===== config.mk =====
export PLATFORM = sky130hd
export DESIGN_NAME = ccs_encoder
export DESIGN_NICKNAME = d
export VERILOG_FILES = /design/src/ccs_pkg.sv /design/src/ccs_encoder.sv
export SDC_FILE = /design/constraint.sdc
export NUM_CORES = 1
export LEC_CHECK = 0
export ABC_AREA = 0
export BUFFER_PORTS_ARGS = -buffer_cell sky130_fd_sc_hd__buf_2
export CORE_MARGIN = 10
export CORE_UTILIZATION = 40
export CTS_BUF_LIST = sky130_fd_sc_hd__clkbuf_2
export DETAILED_ROUTE_END_ITERATION = 16
export PLACE_DENSITY = 0.56
export SYNTH_ARGS = -nofsm -noshare
export SYNTH_HDL_FRONTEND = slang
export SYNTH_SLANG_ARGS = --single-unit

===== constraint.sdc =====
create_clock -name ref_clk -period 3.8 [get_ports ref_clk]
set_clock_uncertainty 0.1 [all_clocks]
set_input_delay 0.38 -clock ref_clk [delete_from_list [all_inputs] [get_ports ref_clk]]
set_output_delay 0.38 -clock ref_clk [all_outputs]
set_load 0.005 [all_outputs]

===== src/ccs_pkg.sv =====
// Package with constants and types for the charger control and status encoder
// What this block does
// - Below trickle threshold at cycle start, charge current limited to one tenth
// - Below trickle threshold over half an hour: terminate, show unresponsive-battery fault
// - Above trickle threshold, switch to full constant-current charging
// - At float voltage start four-hour safety timer; stop charging on expiry
// - After safety-timer termination, restart cycle when battery falls below recharge threshold
// - Below-recharge must persist over 1.3ms before restart or timer reset
// - Supply lockout going low then high restarts charge cycle and safety timer
// - Switcher enabled only above lockout thresholds, disabled below them
// - Suspend disables switcher; suspend regulator active only while switcher off
// - Status pin low while charging, released once float and one-tenth current reached
// - One-tenth end-of-charge ignored while input is in current limit
// - Faults toggle status pin at 35kHz with blink-modulated duty pair
// - Temperature fault: duty 6.25% and 93.75%, 1.5Hz blink, equal halves
// - Unresponsive fault: duty 12.5% and 87.5%, 6.1Hz blink, equal halves
// - Pause charging while thermistor reads hot or cold; resume in range
// - Temperature pause during float also freezes the safety timer
// - Thermistor input held at ground disables temperature pausing
package ccs_pkg;
  localparam int unsigned CLK_HZ = 125000000;
  localparam int unsigned CARRIER_HZ = 35000;
  localparam int unsigned CARRIER_CYC = CLK_HZ / CARRIER_HZ;
  // Duty in sixteenths of a carrier period
  localparam logic [4:0] TEMP_DUTY_LO = 5'h01;
  localparam logic [4:0] TEMP_DUTY_HI = 5'h0f;
  localparam logic [4:0] BAD_DUTY_LO = 5'h02;
  localparam logic [4:0] BAD_DUTY_HI = 5'h0e;
  localparam logic [4:0] DUTY_FULL = 5'h10;
  // Blink rates in tenths of a hertz; half period in carrier periods
  localparam int unsigned TEMP_BLINK_DHZ = 15;
  localparam int unsigned BAD_BLINK_DHZ = 61;
  localparam int unsigned TEMP_HALF_CAR = (CARRIER_HZ * 10) / (2 * TEMP_BLINK_DHZ);
  localparam int unsigned BAD_HALF_CAR = (CARRIER_HZ * 10) / (2 * BAD_BLINK_DHZ);
  localparam int unsigned RECHG_FILT_US = 1300;
  localparam int unsigned RECHG_FILT_CYC = (RECHG_FILT_US * (CLK_HZ / 1000000)) + 1;
  localparam int unsigned TICK_HZ = 1000;
  localparam int unsigned TICK_CYC = CLK_HZ / TICK_HZ;
  localparam int unsigned TRICKLE_MIN = 30;
  localparam int unsigned SAFETY_MIN = 240;
  localparam int unsigned TRICKLE_TICKS = TRICKLE_MIN * 60 * TICK_HZ;
  localparam int unsigned SAFETY_TICKS = SAFETY_MIN * 60 * TICK_HZ;

  typedef enum logic [2:0] {
    CCS_IDLE = 3'h0,
    CCS_TRICKLE = 3'h1,
    CCS_CC = 3'h2,
    CCS_FLOAT = 3'h3,
    CCS_DONE = 3'h4,
    CCS_BAD = 3'h5
  } ccs_state_e;

  typedef struct packed {
    logic bat_below_trickle;
    logic bat_at_float;
    logic bat_below_recharge;
    logic current_below_tenth;
    logic input_current_limit;
    logic therm_hot;
    logic therm_cold;
    logic therm_grounded;
    logic bus_above_on;
    logic bus_below_off;
    logic usb_suspend;
  } ccs_sense_s;

  typedef struct packed {
    logic [1:0] sync1;
    logic [1:0] sync2;
    logic [10:0] meas1;
    logic [10:0] meas2;
  } ccs_sync_s;

  typedef struct packed {
    ccs_state_e state;
    logic uvlo_ok;
    logic sw_on;
    logic end_seen;
    logic [17:0] rech_cnt;
    logic [16:0] tick_cnt;
    logic [23:0] tmr_cnt;
    logic [11:0] car_cnt;
    logic [15:0] blink_cnt;
    logic blink_hi;
    logic pin_low;
  } ccs_state_s;
endpackage


===== src/ccs_encoder.sv =====
// Charger sequencing, timers and open-drain status pin encoder
`timescale 1ns/1ps
module ccs_encoder #(
  parameter int unsigned TRICKLE_TICKS = ccs_pkg::TRICKLE_TICKS,
  parameter int unsigned SAFETY_TICKS = ccs_pkg::SAFETY_TICKS,
  parameter int unsigned TICK_CYC = ccs_pkg::TICK_CYC,
  parameter int unsigned RECHG_FILT_CYC = ccs_pkg::RECHG_FILT_CYC
) (
  input wire logic ref_clk,
  input wire logic resetn,
  input wire ccs_pkg::ccs_sense_s sense_in,
  input wire logic charger_reset,
  output logic charge_enable,
  output logic trickle_current,
  output logic switcher_enable,
  output logic suspend_reg_enable,
  output logic charge_status_pin_o,
  output logic charge_status_pin_oe_n
);
  ccs_pkg::ccs_sync_s sy_q;
  ccs_pkg::ccs_sync_s sy_d;
  ccs_pkg::ccs_state_s s_q;
  ccs_pkg::ccs_state_s s_d;
  ccs_pkg::ccs_sense_s sn;
  logic therm_pause;
  logic bad_fault;
  logic temp_fault;
  logic tick;
  logic rech_ok;
  logic uvlo_now;
  logic [4:0] duty;
  logic [15:0] half_len;
  logic [11:0] duty_cyc;

  // Sensing comes from analog comparators, so every bit is synchronised
  always_comb begin
    sy_d = sy_q;
    sy_d.meas1 = sense_in;
    sy_d.meas2 = sy_q.meas1;
    sy_d.sync1 = {charger_reset, 1'b0};
    sy_d.sync2 = sy_q.sync1;
  end
  assign sn = ccs_pkg::ccs_sense_s'(sy_q.meas2);

  assign therm_pause = !sn.therm_grounded && (sn.therm_hot || sn.therm_cold);
  assign tick = (s_q.tick_cnt == 17'(TICK_CYC - 1));
  assign rech_ok = (s_q.rech_cnt >= 18'(RECHG_FILT_CYC));
  assign bad_fault = (s_q.state == ccs_pkg::CCS_BAD);
  assign temp_fault = therm_pause && (s_q.state inside {ccs_pkg::CCS_TRICKLE, ccs_pkg::CCS_CC, ccs_pkg::CCS_FLOAT});
  // Lockout hysteresis: on above the on threshold, off below the off one, else hold
  assign uvlo_now = sn.bus_above_on ? 1'b1 : (sn.bus_below_off ? 1'b0 : s_q.uvlo_ok);

  always_comb begin
    // Bad battery wins over temperature
    if (bad_fault) begin
      half_len = 16'(ccs_pkg::BAD_HALF_CAR);
      duty = s_q.blink_hi ? ccs_pkg::BAD_DUTY_HI : ccs_pkg::BAD_DUTY_LO;
    end else begin
      half_len = 16'(ccs_pkg::TEMP_HALF_CAR);
      duty = s_q.blink_hi ? ccs_pkg::TEMP_DUTY_HI : ccs_pkg::TEMP_DUTY_LO;
    end
    duty_cyc = 12'((ccs_pkg::CARRIER_CYC * duty) / ccs_pkg::DUTY_FULL);
  end

  always_comb begin
    s_d = s_q;
    s_d.uvlo_ok = uvlo_now;
    s_d.sw_on = uvlo_now && !sn.usb_suspend;
    s_d.tick_cnt = tick ? 17'h0_0000 : s_q.tick_cnt + 17'h0_0001;
    if (!sn.bat_below_recharge) begin
      s_d.rech_cnt = 18'h0_0000;
    end else if (!rech_ok) begin
      s_d.rech_cnt = s_q.rech_cnt + 18'h0_0001;
    end
    // Carrier and blink dividers run always so pattern phase stays smooth
    if (s_q.car_cnt == 12'(ccs_pkg::CARRIER_CYC - 1)) begin
      s_d.car_cnt = 12'h000;
      if (s_q.blink_cnt >= half_len - 16'h0001) begin
        s_d.blink_cnt = 16'h0000;
        s_d.blink_hi = !s_q.blink_hi;
      end else begin
        s_d.blink_cnt = s_q.blink_cnt + 16'h0001;
      end
    end else begin
      s_d.car_cnt = s_q.car_cnt + 12'h001;
    end
    case (s_q.state)
      ccs_pkg::CCS_IDLE: begin
        s_d.tmr_cnt = 24'h00_0000;
        if (uvlo_now) begin
          s_d.state = ccs_pkg::CCS_TRICKLE;
        end
      end
      ccs_pkg::CCS_TRICKLE: begin
        if (!sn.bat_below_trickle) begin
          s_d.state = ccs_pkg::CCS_CC;
          s_d.tmr_cnt = 24'h00_0000;
        end else if (s_q.tmr_cnt >= 24'(TRICKLE_TICKS)) begin
          s_d.state = ccs_pkg::CCS_BAD;
        end else if (tick && !therm_pause) begin
          s_d.tmr_cnt = s_q.tmr_cnt + 24'h00_0001;
        end
      end
      ccs_pkg::CCS_CC: begin
        if (sn.bat_at_float) begin
          s_d.state = ccs_pkg::CCS_FLOAT;
          s_d.tmr_cnt = 24'h00_0000;
          s_d.end_seen = 1'b0;
        end
      end
      ccs_pkg::CCS_FLOAT: begin
        if (sn.current_below_tenth && !sn.input_current_limit) begin
          s_d.end_seen = 1'b1;
        end
        if (rech_ok) begin
          s_d.tmr_cnt = 24'h00_0000;
        end else if (s_q.tmr_cnt >= 24'(SAFETY_TICKS)) begin
          s_d.state = ccs_pkg::CCS_DONE;
        end else if (tick && !therm_pause) begin
          s_d.tmr_cnt = s_q.tmr_cnt + 24'h00_0001;
        end
      end
      ccs_pkg::CCS_DONE: begin
        if (rech_ok) begin
          s_d.state = ccs_pkg::CCS_TRICKLE;
          s_d.tmr_cnt = 24'h00_0000;
          // A recharge cycle is a fresh charge cycle, so the pin must go low again
          s_d.end_seen = 1'b0;
        end
      end
      ccs_pkg::CCS_BAD: begin
        s_d.tmr_cnt = 24'h00_0000;
      end
      default: begin
        s_d.state = ccs_pkg::CCS_IDLE;
      end
    endcase
    // Lockout or a host reset returns to idle; re-entry restarts cycle and timer
    if (!uvlo_now || sy_q.sync2[1]) begin
      s_d.state = ccs_pkg::CCS_IDLE;
      s_d.tmr_cnt = 24'h00_0000;
      s_d.end_seen = 1'b0;
    end
    // Pin: low while charging, released when done, carrier on faults
    if (bad_fault || temp_fault) begin
      s_d.pin_low = (s_d.car_cnt < duty_cyc);
    end else begin
      s_d.pin_low = (s_d.state inside {ccs_pkg::CCS_TRICKLE, ccs_pkg::CCS_CC, ccs_pkg::CCS_FLOAT}) &&
                    !s_d.end_seen;
    end
  end

  always_ff @(posedge ref_clk or negedge resetn) begin
    if (!resetn) begin
      sy_q <= '0;
      s_q <= '{state: ccs_pkg::CCS_IDLE, default: '0};
    end else begin
      sy_q <= sy_d;
      s_q <= s_d;
    end
  end

  assign charge_enable = (s_q.state inside {ccs_pkg::CCS_TRICKLE, ccs_pkg::CCS_CC, ccs_pkg::CCS_FLOAT}) &&
                         !therm_pause;
  assign trickle_current = (s_q.state == ccs_pkg::CCS_TRICKLE);
  assign switcher_enable = s_q.sw_on;
  assign suspend_reg_enable = !s_q.sw_on && sn.usb_suspend;
  assign charge_status_pin_o = 1'b0;
  assign charge_status_pin_oe_n = !s_q.pin_low;
endmodule


# Word level (Yosys, flattened, before mapping)
# Cells that the tools add are included.
[word_totals] ff_bits=119 latchBits=0 mem_bits_rw=0 romBits=0 inputBits=14 output_inout_bits=6 wordCells=104 n_memories=0
[classes] n_addsub=6 n_mul=1 div=0 n_lt_le_gt_ge=5 n_eq_ne=15 shifts=0 mux=35 n_bitwise=0 reduce_logical=27
[op_table] operator="2-to-1 mux 24 bit" n=8
[op_table] operator="case mux 24 bit (5 select lines)" n=1
[op_table] operator="2-to-1 mux 18 bit" n=2
[op_table] operator="adder 24 x 1 -> 24 bit, second input constant" n=1
[op_table] operator=">= comparator 24 x 21 -> 1 bit, second input constant" n=1
[op_table] operator=">= comparator 24 bit, second input constant" n=1
[op_table] operator="2-to-1 mux 3 bit" n=8
[op_table] operator="adder 18 x 1 -> 18 bit, second input constant" n=1
[op_table] operator=">= comparator 18 bit, second input constant" n=1
[op_table] operator="case mux 3 bit (6 select lines)" n=1
[op_table] operator="adder 17 x 1 -> 17 bit, second input constant" n=1
[op_table] operator="equality test 17 bit, second input constant" n=1
[op_table] operator="2-to-1 mux 17 bit" n=1
[op_table] operator="adder 16 x 1 -> 16 bit, second input constant" n=1
[op_table] operator=">= comparator 16 bit" n=1
[op_table] operator="multiplier 12 x 5 -> 16 bit, first input constant" n=1
[op_table] operator="2-to-1 mux 16 bit" n=1
[op_table] operator="subtractor 16 x 1 -> 16 bit, second input constant" n=1
[op_table] operator="2-to-1 mux 14 bit" n=1
[op_table] operator="adder 12 x 1 -> 12 bit, second input constant" n=1
[op_table] operator="equality test 12 bit, second input constant" n=1
[op_table] operator="equality test 3 x 2 -> 1 bit, second input constant" n=4
[op_table] operator="less-than comparator 12 bit" n=1
[op_table] operator="2-to-1 mux 12 bit" n=1
[op_table] operator="18 further kinds" n=47

# Longest topological paths before layout
[depth] word_depth=9 ltp_mapped=14 mapped_depth_nobuf=13

# Least setup slack after synthesis
# Ideal clock, no wire load.
[synth_path] path_kind="register -> register" start="reg s_q[92] in the netlist's numbering" end="reg s_q[0] in the netlist's numbering" setup_ps=67 arrival_ps=2835 required_time_ps=3633 slack_ps=798 path_stages_with_launch=15 path_buffers=1 synth_period_minus_slack_ps=3002 path_cell_list="dfrtp_1 -> clkbuf_1 -> nor2b_1 -> nand2_1 -> ha_1 -> ha_1 -> nor3_1 -> xnor2_1 -> ha_1 -> a21oi_1 -> nor2b_1 -> o21ai_0 -> nand3b_1 -> a2111oi_0 -> a311o_1"
[synth_lines] item="from (decl)" line="ccs_encoder.sv:22" source="ccs_pkg::ccs_state_s s_q;"
[synth_lines] item="from (signal assigned)" line="ccs_encoder.sv:156" source="s_q <= '{state: ccs_pkg::CCS_IDLE, default: '0};"
[synth_lines] item="from (signal assigned)" line="ccs_encoder.sv:159" source="s_q <= s_d;"

==> impl_metrics.ini <==
[floorplanning]
die_w_microns = 146
ioPinCount = 20
die_area_sq_um = 21200
rows = 45
die_h_microns = 146
core-area_sq_um = 15400
start_util_pct = 41.1

[power_and_ir_drop]
vdd_ir_drop_max_uv = 235
p_per_area_nw_per_um2 = 316
leakagePower_nw = 3.11

[timing]
fin_crit_sh_pct = 89.9
period_minus_slack_ns = 3.42
fmax_ghz = 0.293
setup_viol_count_final = 0
rsz0062_at_grt = false
tightestPinTransition_ns = 0.662
maxSlewViolCount = 0
hold_viol = 0
relSlewSlack_pct = 55.4
finalSetupTns_ns = 0

[clock_tree]
htreeDepth = 4
cts_setup_buffers = 0
cts.repair.resized = 0
cts_sinks = 119
cts_tree = done
cts-root-buf = clkbuf_2
clk_pin_slew_worst_paths_ns = 0.21
clkLatencyLatePin_ns = 0.70
cts_buffer_depth = 2
numCtsBuffers = 17
postCtsHoldBufs = 13

[placement]
portBuffers = 18
hpwlAfterDp_microns = 9070
gp_congestion = 0.862
post-place-cells = 863

[grt]
track_usage_pct = 12.6
grt_pass1_wl_microns = 22700
antenna_found_initial = 1
grt_overflow = 0
grt_max_degree = 69
grt_pass1_vias = 4658

[final_layout]
drive_above_1_share_pct = 10.8
layout_common_cells = dfrtp_1 (119), nor2_1 (65), nand2_1 (45)
layout_commonest_cell = dfrtp_1
syn_to_final_growth_pct = 10.5
nFillCells = 1458
final_nets = 731
stdcell_count = 908
diodes = 0

[routing]
drtIter0Drc = 349
drc = 0
vias = 4815
vias_per_cell = 5.30
drtAntennaViolNets = 0
firstDrtPassIters = 5
drt_wl_total_microns = 13100
wl_per_cell_microns = 14.4

[synth]
synth_largest_area_cell = dfrtp_1
syn_nets = 697
syn_area_sq_um = 6320
yosysWarnings = 0
synth_ff_type = dfrtp_1
seq_area_frac_synth_pct = 47.1
async_flop_share_pct = 100
synth_edf_count = 0
ys_ff_latch = 119
synthCells = 650
synth_top_area_share_pct = 47.1
synth_cell_types = 66
ys_top_cells_by_area = dfrtp_1 (47%), ha_1 (6.5%), nor2_1 (3.9%)
syn_avg_cell_area_sq_um = 9.73

[job]
cap_violations = 0

[critical_path]
start_kind = flip-flop
critPathArrivalTime_ns = 3.97
crit_path_end_kind = flip-flop
required_ns = 4.36
worst-setup-path-type = reg -> reg
crit_fanout = 10

[worst_hold_path]
hp-class = in -> async

[outcome]
status = completed
==> where the power goes <==
part           internal [mW]  switching, mW
clock                  0.250          0.554
combinational         0.0392         0.0624
sequential              1.29         0.0154
==> sequential cells by signal, indices dropped and copies added (netlist names) <==
signal           flops
sy_q                 1
sn                  11
switcher_enable      1
s_q                 94
sy_d                12
==> worst paths after layout <==
kind	from	endpoint	slack, ns	cells past startpoint
min in group ref_clk	sense_in[10]	sy_d[10]	0.20	2
max in group asynchronous	resetn	sn[9]	2.67	3
hold reg to reg	sy_d[0]	sn[0]	0.28	0
setup reg to reg	s_q[92]	s_q[0]	0.38	13
hold / removal	resetn	s_q[81]	0.12	2
setup / recovery	s_q[92]	s_q[0]	0.38	13
==> layer usage <==
layer | global-route usage (%) | routed length (microns) | share of wire (%)
met5 | 0 | 13 | 0.099
met4 | 4.25 | 122 | 0.93
met3 | 3.88 | 445 | 3.4
met2 | 19.7 | 6200 | 47
met1 | 16.3 | 6290 | 48
==> critical path, cell delays in order, from the launching register on <==
cell	delay, ns
dfrtp_1	0.55
nor2b_1	0.20
nand2_1	0.25
ha_1	0.36
ha_1	0.20
nor3_1	0.17
xnor2_1	0.15
ha_1	0.27
a21oi_1	0.14
nor2b_1	0.06
o21ai_0	0.16
nand3b_1	0.12
a2111oi_0	0.45
a311o_1	0.19
==> kinds of logic after synthesis <==
| kind of cell | Yosys count | synth area share (%) |
|---|---|---|
| other cells | 1 | 0.0593 |
| compound gates | 135 | 14.4 |
| buf+inv | 52 | 3.46 |
| flops | 119 | 47.1 |
| fa+ha+maj | 33 | 6.53 |
| simple gates | 263 | 21.9 |
| xor+xnor | 47 | 6.51 |
==> synth_stat cells (12+ instances only) <==
master	count
nand3_1	28
o31ai_1	13
and2_1	22
clkbuf_1	12
and3_1	18
nor3_1	14
a21oi_1	18
xor2_1	22
nand4_1	15
ha_1	33
nor2_1	65
inv_1	30
o21ai_0	36
nor2b_1	12
nand2_1	45
dfrtp_1	119
xnor2_1	25
==> final cells by class <==
class | instances | area, sq um | area share (%)
multi-input combinational | 479 | 3130 | 44.7
sequential | 119 | 2980 | 42.6
timing repair buffer | 37 | 280 | 4.01
clock buffer | 17 | 85.1 | 1.22
tap | 211 | 264 | 3.78
inverter | 30 | 113 | 1.61
clock inverter | 15 | 141 | 2.02
==> per-stage QoR <==
stage / area, sq um / hold slack (ns) / power [mW] / setup WS [ns] / util [%]
2_1_floorplan: 6320 / -0.0156 / 1.36 / 0.798 / -
3_3_place_gp: 6630 / 0.232 / 1.42 / 0.688 / 43.1
3_5_place_dp: 6630 / 0.236 / 1.42 / 0.434 / 43.1
4_1_cts: 6990 / 0.0922 / 2.24 / 0.380 / 45.5
5_1_grt: 6990 / 0.104 / 2.32 / 0.0494 / 45.5
6_report: 6990 / 0.122 / 2.21 / 0.384 / 45.5
(Power assumes the default switching activity.)
